## config.mk

```make
export PLATFORM = sky130hd
export DESIGN_NAME = watchdog_timer_unit
export DESIGN_NICKNAME = d
export VERILOG_FILES = /design/src/wdt_pkg.sv /design/src/watchdog_timer_unit.sv
export SDC_FILE = /design/constraint.sdc
export NUM_CORES = 1
export LEC_CHECK = 0
export BUFFER_PORTS_ARGS = -buffer_cell sky130_fd_sc_hd__clkbuf_2
export CORE_MARGIN = 2
export CORE_UTILIZATION = 45
export DETAILED_ROUTE_END_ITERATION = 8
export MAX_ROUTING_LAYER = met4
export SYNTH_ARGS = -nofsm -noshare
export SYNTH_HDL_FRONTEND = slang
export SYNTH_SLANG_ARGS = --single-unit
```

## constraint.sdc

```tcl
create_clock -name sys_clk_in -period 5.9 [get_ports sys_clk_in]
set_input_delay 0.59 -clock sys_clk_in [delete_from_list [all_inputs] [get_ports sys_clk_in]]
set_output_delay 0.59 -clock sys_clk_in [all_outputs]
set_load 0.05 [all_outputs]
```

## src/wdt_pkg.sv

```systemverilog
// constants shared by the watchdog timer unit
// assumes a single 50 MHz system clock and a plain register port
package wdt_pkg;
   // ********************************
   // register map (word indices)
   // ********************************
   localparam int ADDR_W = 3;
   localparam logic [2:0] REG_CTRL = 3'h0;
   localparam logic [2:0] REG_OPTION = 3'h1;
   localparam logic [2:0] REG_CONFIG = 3'h2;
   localparam logic [2:0] REG_STATUS = 3'h3;
   localparam logic [2:0] REG_MASK = 3'h4;
   // ********************************
   // field positions
   // ********************************
   localparam int CTRL_SWEN_BIT = 0;
   localparam int CTRL_PS_LSB = 1;
   localparam int CTRL_PS_MSB = 4;
   localparam int OPT_PSA_BIT = 3;
   localparam int OPT_RATE_MSB = 2;
   localparam int CFG_FUSE_BIT = 3;
   localparam int ST_TIMEOUT_BIT = 0;
   localparam int ST_OSCFAIL_BIT = 1;
   localparam int STATUS_W = 2;
   // ********************************
   // reset values and period codes
   // ********************************
   localparam logic [7:0] CTRL_RESET = 8'h08;
   localparam logic [7:0] OPTION_RESET = 8'hFF;
   localparam logic [3:0] PERIOD_RESET = 4'h4;
   localparam logic [3:0] PERIOD_MAX = 4'hB;
   localparam int PRESC_BASE_LOG2 = 5;
   localparam logic [1:0] STATUS_RESET = 2'h0;
   // ********************************
   // power state of the core
   // ********************************
   typedef enum logic [1:0] {
      PS_RUN = 2'b01,
      PS_SLEEP = 2'b10
   } power_state_t;
endpackage : wdt_pkg

```

## src/watchdog_timer_unit.sv

```systemverilog
// watchdog timer unit: prescalers, enable logic, clear sources, registers
// assumes core control strobes are on sys_clk_in and the slow oscillator
// arrives as a free-running level from outside this clock domain
//
// Functional notes
// - The counter advances only on ticks of the 31 kHz slow oscillator.
// - A 16-bit prescaler divides the slow oscillator by 32 up to 65536.
// - Period select codes 0000 to 1011 pick powers of two from 1:32 to 1:65536.
// - Every reset returns the period select field to code 0100, a 1:512 division.
// - The watchdog is held cleared while the start-up timer counts.
// - A set fuse enable bit keeps the watchdog running regardless of software.
// - With the fuse clear, the software enable bit turns the watchdog on and off.
// - The software enable bit is control bit 0 and resets to 0.
// - Clear instruction, oscillator failure and a disabled watchdog clear the counters.
// - After a crystal-mode sleep exit the watchdog stays cleared until start-up ends.
// - The option register can route the shared 8-bit prescaler into the watchdog path.
// - The slow oscillator stable flag does not follow watchdog use of it.
// - Entering sleep clears the counter but leaves it running.
// - Any wake from sleep clears the watchdog.
//
// Implementation choices: the placing of the registers and the address-and-strobe port.
`timescale 1ns/1ps
module watchdog_timer_unit
   import wdt_pkg::*;
#(
   parameter int PRESC_W = 16,
   parameter int POST_W = 8,
   parameter logic [7:0] CONFIG_RESET = 8'h00
) (
   // clock and reset
   input wire logic sys_clk_in,
   input wire logic reset_in,
   // register port
   input wire logic [ADDR_W-1:0] addr_in,
   input wire logic [7:0] wdata_in,
   input wire logic wr_in,
   input wire logic rd_in,
   output logic [7:0] rdata_out,
   // oscillator and core events
   input wire logic slow_osc_in,
   input wire logic slow_osc_ready_in,
   input wire logic clear_wdt_in,
   input wire logic osc_fail_in,
   input wire logic ost_busy_in,
   input wire logic ost_done_in,
   input wire logic xtal_mode_in,
   input wire logic sleep_enter_in,
   input wire logic sleep_exit_in,
   // results
   output logic timeout_reset_out,
   output logic timeout_wake_out,
   output logic wdt_running_out,
   output logic slow_osc_stable_out,
   output logic irq_out
);
   // ********************************
   // registers and state
   // ********************************
   logic swen_q;
   logic [3:0] period_q;
   logic [7:0] option_q;
   logic [7:0] config_q;
   logic [STATUS_W-1:0] status_q;
   logic [STATUS_W-1:0] mask_q;
   logic [PRESC_W-1:0] presc_q;
   logic [POST_W-1:0] post_q;
   logic osc_s1_q;
   logic osc_s2_q;
   logic osc_s3_q;
   logic hold_q;
   power_state_t pstate_q;
   logic slow_tick;
   logic wdt_on;
   logic clr;
   logic div_evt;
   logic timeout_evt;
   logic [PRESC_W-1:0] presc_term;
   logic [POST_W-1:0] post_term;
   logic [3:0] wr_period;
   logic wr_ctrl;

   // ********************************
   // slow oscillator tick
   // ********************************
   // two-stage synchroniser; the edge is taken between stages two and three
   always_ff @(posedge sys_clk_in) begin
      if (reset_in) begin
         osc_s1_q <= 1'b0;
         osc_s2_q <= 1'b0;
         osc_s3_q <= 1'b0;
      end else begin
         osc_s1_q <= slow_osc_in;
         osc_s2_q <= osc_s1_q;
         osc_s3_q <= osc_s2_q;
      end
   end
   assign slow_tick = osc_s2_q & ~osc_s3_q;

   // ********************************
   // enable and clear sources
   // ********************************
   // fuse overrides software
   assign wdt_on = config_q[CFG_FUSE_BIT] | swen_q;
   assign clr = ~wdt_on | clear_wdt_in | osc_fail_in | sleep_enter_in | sleep_exit_in
              | ost_busy_in | hold_q;

   // crystal-mode wake holds the count until the start-up timer is done
   // hold after sleep exit
   always_ff @(posedge sys_clk_in) begin
      if (reset_in) begin
         hold_q <= 1'b0;
      end else if (sleep_exit_in && xtal_mode_in) begin
         hold_q <= 1'b1;
      end else if (ost_done_in) begin
         hold_q <= 1'b0;
      end
   end

   // power state decides what a timeout means
   always_ff @(posedge sys_clk_in) begin
      if (reset_in) begin
         pstate_q <= PS_RUN;
      end else begin
         case (pstate_q)
            PS_RUN: begin
               if (sleep_enter_in) begin
                  pstate_q <= PS_SLEEP;
               end
            end
            PS_SLEEP: begin
               if (sleep_exit_in) begin
                  pstate_q <= PS_RUN;
               end
            end
            default: begin
               pstate_q <= PS_RUN;
            end
         endcase
      end
   end

   // ********************************
   // prescalers
   // ********************************
   // terminal counts from the period code and the option rate bits
   assign presc_term = PRESC_W'(((PRESC_W+1)'(1) << (PRESC_BASE_LOG2 + int'(period_q))) - 1);
   assign post_term = POST_W'(((POST_W+1)'(1) << int'(option_q[OPT_RATE_MSB:0])) - 1);
   assign div_evt = slow_tick & ~clr & (presc_q == presc_term);
   // shared prescaler in the path when assigned
   assign timeout_evt = div_evt & (~option_q[OPT_PSA_BIT] | (post_q == post_term));

   always_ff @(posedge sys_clk_in) begin
      if (reset_in || clr) begin
         presc_q <= '0;
      end else if (slow_tick) begin
         presc_q <= div_evt ? '0 : presc_q + 1'b1;
      end
   end

   always_ff @(posedge sys_clk_in) begin
      if (reset_in || clr || !option_q[OPT_PSA_BIT]) begin
         post_q <= '0;
      end else if (div_evt) begin
         post_q <= (post_q == post_term) ? '0 : post_q + 1'b1;
      end
   end

   always_ff @(posedge sys_clk_in) begin
      if (reset_in) begin
         timeout_reset_out <= 1'b0;
         timeout_wake_out <= 1'b0;
      end else begin
         timeout_reset_out <= timeout_evt & (pstate_q == PS_RUN);
         timeout_wake_out <= timeout_evt & (pstate_q == PS_SLEEP);
      end
   end

   // ********************************
   // control registers
   // ********************************
   assign wr_ctrl = wr_in && (addr_in == REG_CTRL);
   assign wr_period = (wdata_in[CTRL_PS_MSB:CTRL_PS_LSB] > PERIOD_MAX) ? PERIOD_MAX
                    : wdata_in[CTRL_PS_MSB:CTRL_PS_LSB];

   always_ff @(posedge sys_clk_in) begin
      if (reset_in) begin
         period_q <= CTRL_RESET[CTRL_PS_MSB:CTRL_PS_LSB];
         swen_q <= CTRL_RESET[CTRL_SWEN_BIT];
      end else if (wr_ctrl) begin
         period_q <= wr_period;
         swen_q <= wdata_in[CTRL_SWEN_BIT];
      end
   end

   // option, configuration and mask are plain storage
   always_ff @(posedge sys_clk_in) begin
      if (reset_in) begin
         option_q <= OPTION_RESET;
         config_q <= CONFIG_RESET;
         mask_q <= STATUS_RESET;
      end else if (wr_in) begin
         if (addr_in == REG_OPTION) begin
            option_q <= wdata_in;
         end
         if (addr_in == REG_CONFIG) begin
            config_q <= wdata_in;
         end
         if (addr_in == REG_MASK) begin
            mask_q <= wdata_in[STATUS_W-1:0];
         end
      end
   end

   // sticky status, write one to clear; a new event wins over the clear
   always_ff @(posedge sys_clk_in) begin
      if (reset_in) begin
         status_q <= STATUS_RESET;
      end else begin
         for (int i = 0; i < STATUS_W; i++) begin
            if (wr_in && addr_in == REG_STATUS && wdata_in[i]) begin
               status_q[i] <= 1'b0;
            end
         end
         if (timeout_evt) begin
            status_q[ST_TIMEOUT_BIT] <= 1'b1;
         end
         if (osc_fail_in) begin
            status_q[ST_OSCFAIL_BIT] <= 1'b1;
         end
      end
   end

   // read data one cycle after the strobe; unmapped reads as zero
   always_ff @(posedge sys_clk_in) begin
      if (reset_in || !rd_in) begin
         rdata_out <= 8'h00;
      end else begin
         case (addr_in)
            REG_CTRL: rdata_out <= {3'h0, period_q, swen_q};
            REG_OPTION: rdata_out <= option_q;
            REG_CONFIG: rdata_out <= config_q;
            REG_STATUS: rdata_out <= {{(8-STATUS_W){1'b0}}, status_q};
            REG_MASK: rdata_out <= {{(8-STATUS_W){1'b0}}, mask_q};
            default: rdata_out <= 8'h00;
         endcase
      end
   end

   // outputs registered; the stable flag tracks the oscillator only
   // stable flag ignores watchdog
   always_ff @(posedge sys_clk_in) begin
      if (reset_in) begin
         slow_osc_stable_out <= 1'b0;
         wdt_running_out <= 1'b0;
         irq_out <= 1'b0;
      end else begin
         slow_osc_stable_out <= slow_osc_ready_in;
         wdt_running_out <= wdt_on;
         irq_out <= |(status_q & mask_q);
      end
   end

   // ********************************
   // assertions
   // ********************************
   a_tick_only_advance:
      assert property (@(posedge sys_clk_in) disable iff (reset_in)
         (presc_q != $past(presc_q)) && (presc_q != '0) |-> $past(slow_tick))
      else $error("prescaler moved without a slow tick");
   a_div_at_term:
      assert property (@(posedge sys_clk_in) disable iff (reset_in)
         div_evt |=> presc_q == '0)
      else $error("prescaler did not wrap at terminal count");
   a_term_from_code:
      assert property (@(posedge sys_clk_in) disable iff (reset_in)
         period_q == 4'h0 |-> presc_term == 16'h001F)
      else $error("code zero is not a 1:32 division");
   a_period_reset:
      assert property (@(posedge sys_clk_in)
         reset_in |=> period_q == PERIOD_RESET && presc_term == 16'h01FF)
      else $error("reset period is not 1:512");
   a_ost_hold:
      assert property (@(posedge sys_clk_in) disable iff (reset_in)
         ost_busy_in |=> presc_q == '0 && post_q == '0)
      else $error("counters ran during start-up count");
   a_fuse_force:
      assert property (@(posedge sys_clk_in) disable iff (reset_in)
         config_q[CFG_FUSE_BIT] |=> wdt_running_out)
      else $error("fuse did not force the watchdog on");
   a_sw_off:
      assert property (@(posedge sys_clk_in) disable iff (reset_in)
         !config_q[CFG_FUSE_BIT] && !swen_q |=> presc_q == '0 && !timeout_reset_out)
      else $error("disabled watchdog kept counting");
   a_swen_reset:
      assert property (@(posedge sys_clk_in)
         reset_in |=> !swen_q ##1 (!wdt_running_out || $past(config_q[CFG_FUSE_BIT])))
      else $error("software enable not cleared by reset");
   a_clear_sources:
      assert property (@(posedge sys_clk_in) disable iff (reset_in)
         clear_wdt_in || osc_fail_in |=> presc_q == '0 && post_q == '0)
      else $error("clear source did not clear counters");
   a_xtal_hold:
      assert property (@(posedge sys_clk_in) disable iff (reset_in)
         sleep_exit_in && xtal_mode_in && !ost_done_in ##1 !ost_done_in |=> presc_q == '0)
      else $error("count resumed before start-up ended");
   a_shared_path:
      assert property (@(posedge sys_clk_in) disable iff (reset_in)
         timeout_evt && option_q[OPT_PSA_BIT] |-> post_q == post_term)
      else $error("timeout before shared prescaler terminal");
   a_stable_flag:
      assert property (@(posedge sys_clk_in) disable iff (reset_in)
         !slow_osc_ready_in ##1 !slow_osc_ready_in |-> !slow_osc_stable_out)
      else $error("stable flag set by watchdog use");
   a_sleep_clear:
      assert property (@(posedge sys_clk_in) disable iff (reset_in)
         sleep_enter_in |=> presc_q == '0 && pstate_q == PS_SLEEP)
      else $error("sleep entry did not clear counter");
   a_wake_clear:
      assert property (@(posedge sys_clk_in) disable iff (reset_in)
         sleep_exit_in |=> presc_q == '0 && pstate_q == PS_RUN)
      else $error("wake did not clear counter");
   a_timeout_kind:
      assert property (@(posedge sys_clk_in) disable iff (reset_in)
         timeout_evt |=> (timeout_wake_out ^ timeout_reset_out)
            && (timeout_wake_out == ($past(pstate_q) == PS_SLEEP)))
      else $error("timeout request of wrong kind");
   a_reserved_sat:
      assert property (@(posedge sys_clk_in) disable iff (reset_in)
         wr_ctrl && wdata_in[CTRL_PS_MSB:CTRL_PS_LSB] > PERIOD_MAX |=> period_q == PERIOD_MAX)
      else $error("reserved period code not saturated");
endmodule : watchdog_timer_unit

```

### Word-level counts from Yosys, hierarchy flattened

Index checks and enable logic that the tools add are counted.

| storage, ports and cells | value |
|---|---|
| bits in registers | 68 |
| input port bits | 24 |
| output and inout port bits | 13 |

| cells by class | value |
|---|---|
| $add $sub $neg | 5 |
| magnitude comparators | 1 |
| equality and inequality tests | 10 |
| shift operators | 2 |
| mux-type cells | 13 |
| bitwise operators | 19 |
| reductions and logical operators | 19 |

Operators with widths:

| kind | number |
|---|---|
| 8-bit case mux with 5 select lines | 1 |
| 16-bit by 1-bit adder with 16-bit output, second input constant | 1 |
| 16-bit equality test | 1 |
| 16-bit 2-to-1 mux | 1 |
| 1-bit by 5-bit left shift with 16-bit output, first input constant | 1 |
| 16-bit by 2-bit subtractor with 16-bit output, second input constant | 1 |
| 8-bit by 1-bit adder with 8-bit output, second input constant | 1 |
| 8-bit equality test | 1 |
| 8-bit 2-to-1 mux | 1 |
| 1-bit bitwise OR | 8 |
| 2-bit AND reduction | 4 |
| 1-bit by 3-bit left shift with 8-bit output, first input constant | 1 |
| 8-bit by 2-bit subtractor with 8-bit output, second input constant | 1 |
| 1-bit AND | 6 |
| 3-bit by 2-bit equality test with 1-bit output, second input constant | 2 |
| 1-bit 2-to-1 mux | 6 |
| 2-bit nonzero test | 3 |
| 3-bit by 4-bit adder with 5-bit output, first input constant | 1 |
| 1-bit logical AND | 5 |
| 4-bit greater-than comparator, second input constant | 1 |
| 2-bit 2-to-1 mux | 2 |
| 4-bit 2-to-1 mux | 1 |
| 2-bit != test, second input constant | 2 |
| 1-bit inverter | 4 |
| 10 further kinds | 13 |

### Depth between registers and ports, before layout

| depth | value |
|---|---|
| depth after elaboration | 13 |
| gate-level depth with buffers | 11 |
| gate-level depth less buffers | 10 |

### Worst setup path after synthesis

Ideal clock, no wire load.

| timing | value |
|---|---|
| path type | input to register |
| from | input port clear_wdt_in |
| to | register presc_q[7] |
| setup time | 0.115 ns |
| arrival | 2.665 ns |
| path slack | 3.120 ns |
| stages | 8 |
| path buffers | 1 |
| path through | or4_1 -> or4_4 -> a2111oi_4 -> nand4_2 -> nor3_4 -> or2b_2 -> buf_4 -> nor2_1 |

| between the ends | value |
|---|---|
| cells in the longest elaborated chain, start to end | 10 |
| elaborated cells between the ends (all ways) | 11 |
| classes of those cells | mux: 1; bitwise: 9; reduce/logical: 1 |

RTL lines:

| element | RTL line | text |
|---|---|---|
| start: declaration | watchdog_timer_unit.sv:42 | `input wire logic clear_wdt_in,` |
| 1-bit bitwise OR * (4 in series) | watchdog_timer_unit.sv:104 | `assign clr = ~wdt_on \| clear_wdt_in \| osc_fail_in \| sleep_enter_in \| sleep_exit_in` |
| 1-bit bitwise OR * (2 in series) | watchdog_timer_unit.sv:105 | `\| ost_busy_in \| hold_q;` |
| 1-bit inverter | watchdog_timer_unit.sv:148 | `assign div_evt = slow_tick & ~clr & (presc_q == presc_term);` |
| 1-bit AND (2 in series) | watchdog_timer_unit.sv:148 |  |
| 16-bit 2-to-1 mux | watchdog_timer_unit.sv:156 | `presc_q <= div_evt ? '0 : presc_q + 1'b1;` |
| end signal: assignment | watchdog_timer_unit.sv:156 |  |
| end: declaration | watchdog_timer_unit.sv:65 | `logic [PRESC_W-1:0] presc_q;` |

Mark *: on every way between the ends. The rest lies on a longest branch, timed or not.
A chain may end at the register's enable or synchronous reset.

### Worst setup path in the final report

| timing | value |
|---|---|
| from | register option_q[1] |
| to | register post_q[2] |

| between the ends | value |
|---|---|
| cells in the longest elaborated chain, start to end | 4 |

RTL lines:

| element | RTL line | text |
|---|---|---|
| start: declaration | watchdog_timer_unit.sv:61 | `logic [7:0] option_q;` |
| start signal: assignment | watchdog_timer_unit.sv:203 | `option_q <= wdata_in;` |
| 1-bit by 3-bit left shift with 8-bit output | watchdog_timer_unit.sv:147 | `assign post_term = POST_W'(((POST_W+1)'(1) << int'(option_q[OPT_RATE_MSB:0])) - 1);` |
| 8-bit by 2-bit subtractor with 8-bit output | watchdog_timer_unit.sv:147 |  |
| 8-bit equality test | watchdog_timer_unit.sv:164 | `post_q <= (post_q == post_term) ? '0 : post_q + 1'b1;` |
| 8-bit 2-to-1 mux | watchdog_timer_unit.sv:164 |  |
| end signal: assignment | watchdog_timer_unit.sv:164 |  |
| end: declaration | watchdog_timer_unit.sv:66 | `logic [POST_W-1:0] post_q;` |

No other way between the ends.

==> results by group <==
Power
  • Sequential power share: between 40 and 50%
  • Comb power frac: ~6.6%
  • Max IR drop VDD: 0.124 mV
  • Int Pwr: 778 uW
  • Switch Pwr: around 240 uW
  • Sw Share: roughly a quarter
  • Clock power frac: between 40 and 50%
  • Pleak: about 1.4 nW
  • Cell area power density: roughly 260 nW/um^2

Logic synthesis
  • Top-count cell post-synth: dfxtp_1
  • Netlist cell types: 60
  • Largest family of logic cells by synthesized area: simple AND/OR/NAND/NOR gates
  • Area leader, netlist: dfxtp_1
  • Synth Area per Inst: 8.29 um^2
  • Share of cell area taken by muxes after synthesis: approximately 4.9%
  • Post-synth top cells: 68 x dfxtp_1, 63 x nor2_1, 42 x nand2_1, 22 x clkbuf_1, 21 x a21oi_1
  • Post-Synth Simple-Gate Area: about 30%
  • Async SR Flop Fraction: 0%
  • Synth area leaders: dfxtp_1 39%, nor2_1 6.8%, mux2i_1 4.9%
  • Adder-Cell Fraction of Synth Area: under 10%
  • Mapped Area: 3480 um^2
  • Synth Area in XOR/XNOR: under 10%
  • Register area share after synthesis: around two fifths
  • Synth warnings: 0
  • Post-synth top flop: dfxtp_1
  • #FFs+latches synth: between 60 and 70
  • Synth Area in Compound Gates: 14.4%
  • Mapped Cells: 420
  • Post-synth EDFFs: 0
  • Yosys top cell area share: slightly below 40%

STA
  • Unrepaired setup endpoints after global routing: false
  • # setup viols final: 0
  • TNS Setup: 0 ns
  • Worst Skew: just under 0.01 ns
  • Highest clock rate: ~300 MHz
  • Fin worst setup slack: roughly 2.6 ns
  • Final Max Slew Viols: 0
  • Final Hold Viols: 0
  • Tmin final: about 3.3 ns
  • Tcrit/Tclk final: between 50 and 60%
  • Worst hold margin: 0.446 ns
  • Rel. slew slack: about 54%
  • Slew of the pin with the lowest slew margin: ~0.70 ns

Placement
  • Port buffer count: 36
  • Dpl ws: roughly 2.6 ns
  • HPWL after DPL: 5500 um
  • Placement Cell Area: approximately 3700 um^2
  • Routability cong.: about 0.8

Clock network
  • Reg clk slew, reported paths: 0.08 ns
  • Postcts setup bufs: 0
  • Clk buf depth: 2
  • Root Driver: clkbuf_8
  • CTS tree: done
  • Cts repair resizes: 0
  • Clk_lat worst skew: 0.35 ns
  • Clock sink count: between 60 and 70
  • H-tree levels: 3
  • Number of buffers created by CTS: 9
  • CTS Hold Bufs: 0

Floorplan
  • Die X: ~90 um
  • Die H: around 90 um
  • I/O Pins: 37
  • Core area: roughly 7600 um^2
  • Cell Rows: 32
  • Initial Util: approximately 46%
  • Die ar.: 8460 um^2

Routing
  • DR vias/cell: between 5 and 6
  • DRC Markers: 0
  • Detail Route Antenna Nets: 0
  • Drt first-iter violations: approximately 210
  • WL/cell: between 10 and 15 um
  • Via count: between 2000 and 3000
  • Pre-antenna DRT Iters: 4
  • Detailed Route WL: between 7000 and 8000 um

Layout
  • Design Area, Final: slightly below 4000 um^2
  • Storage element area: between 1000 and 1500 um^2
  • Final net count: 470
  • Fill count: 765
  • Synth-to-layout area growth: 12.9%
  • Inserted Diodes: 0
  • Area of the multi-input gates: slightly below 2000 um^2
  • Fraction of layout cells with a size suffix above 1: 14.3%

Critical path
  • Cell Chain, Critical Path: or3_1, ha_1, or4b_2, o311ai_0, xnor2_1, nand4_1, nor2b_1, o41ai_1, a21oi_1
  • FF-to-FF setup slack: roughly 2.6 ns
  • Crit. Startpoint: option_q[1]
  • R2R cell count: 9
  • CP endpoint: post_q[2]
  • Worst path max stage delay: between 0.6 and 0.7 ns
  • Worst path slowest cell: or4b_2
  • Req. time, crit path: between 6 and 7 ns
  • WP data arrival: roughly 3.6 ns
  • RR Endpoint: post_q[2]
  • Crit Path Max Fanout: 15
  • CP Launch Type: flip-flop
  • RR Startpoint: option_q[1]
  • Critical path capture point type: flip-flop
  • CP Class: reg2reg

Global routing
  • First-pass GRT wire length: between 10000 and 15000 um
  • Global Route Usage Sum: approximately a fifth
  • Largest net degree at the start of global routing: 38
  • Vias in the first global route: between 2000 and 3000
  • Initial antenna violation count: 0
  • Grt ovf: 0

Flow run
  • Number of max-cap violations: 0

Outcome
  • Status: finished, final reports clean

Worst hold path
  • Worst Hold Class: reg2reg
[flip-flops by register name, indices dropped and copies added (netlist names), 2 cells and up]
name / cells
config_q: 8
mask_q: 2
option_q: 8
period_q: 4
post_q: 8
presc_q: 16
pstate_q: 2
rdata_out: 8
status_q: 2
[layer usage]
layer | global-route usage, % | vias up | share of wire, %
met5 | - | - | 0
li1 | - | 1514 | -
met3 | 4.93 | 4 | 3.8
met4 | 4.85 | 0 | 0.55
met2 | 31.0 | 52 | 46
met1 | 26.2 | 1354 | 50
[critical path: cells and delay by family (launching register included)]
family	cells	cell delay (ns)
AND/OR/NAND/NOR	4	1.83
flip-flops	1	0.42
adder cells (fa/ha/maj)	1	0.28
AO/OA/AOI/OAI	3	0.52
XOR/XNOR	1	0.17
[cells by family after synthesis]
family          after synthesis
compound gates               69
xor+xnor                     23
fa+ha+maj                     4
buf+inv                      37
flops                        68
mux                          17
other cells                   1
simple gates                201
[placed cells by master (no fill, tap or decap), types with 3 or more instances in the layout]
master     Yosys  layout
bufinv_16      0       3
inv_1         11      11
nand4_1        9       9
o211ai_1       3       3
o311ai_0       3       3
o21ai_0        4       4
nor3_1        11      11
a22oi_1        5       5
nand3_1       13      13
or3b_2         3       3
nor2_1        63      63
nand4b_1       4       4
nor3b_1        4       4
a21boi_0       3       3
nand3b_1      14      14
nand2b_1       6       6
xnor2_1       18      18
a21oi_1       21      21
ha_1           4       4
dfxtp_1       68      68
and3_1         5       5
mux2i_1       17      17
nor2b_1       11      11
nand2_1       42      42
clkbuf_2       0      36
xor2_1         5       5
and2_1         4       4
clkbuf_8       0       9
a211oi_1       5       5
[cell type report]
cell class	instances	area share, %
Timing Repair Buffer	36	4.58
Inverter	11	1.05
Tap cell	102	3.25
Multi-Input combinational cell	316	50.2
Sequential cell	68	34.6
Clock inverter	7	3.15
Clock buffer	9	3.15
[stage by stage]
| step | utilization, % | cells | power (mW) |
|---|---|---|---|
| 2_1_floorplan | - | 421 | 0.533 |
| 3_3_place_gp | 48.4 | 533 | 0.553 |
| 3_5_place_dp | 48.4 | 533 | 0.554 |
| 4_1_cts | 51.7 | 549 | 1.03 |
| 5_1_grt | 51.7 | 549 | 1.06 |
| 6_report | 51.7 | 549 | 1.02 |
[power by group through the flow]
stage                     Sequential [mW]  Combinational [mW]  Clock, mW
final                               0.476              0.0671      0.479
after global routing                0.478              0.0743      0.506
after CTS                           0.476              0.0670      0.484
after detailed placement            0.487              0.0669          0
after global placement              0.487              0.0663          0
after floorplan                     0.487              0.0454          0
[worst min path at each step]
stage | from | end | slack, ns | depth (start not counted)
floorplan | osc_s1_q | osc_s2_q | 0.41 | 1
global placement | osc_s1_q | osc_s2_q | 0.44 | 1
detailed placement | osc_s1_q | osc_s2_q | 0.43 | 1
CTS | slow_osc_in | osc_s1_q | 0.44 | 2
global route | slow_osc_ready_in | slow_osc_stable_out | 0.45 | 2
finish | osc_s1_q | osc_s2_q | 0.45 | 1
Note: power is estimated with default switching activity, not from simulation.
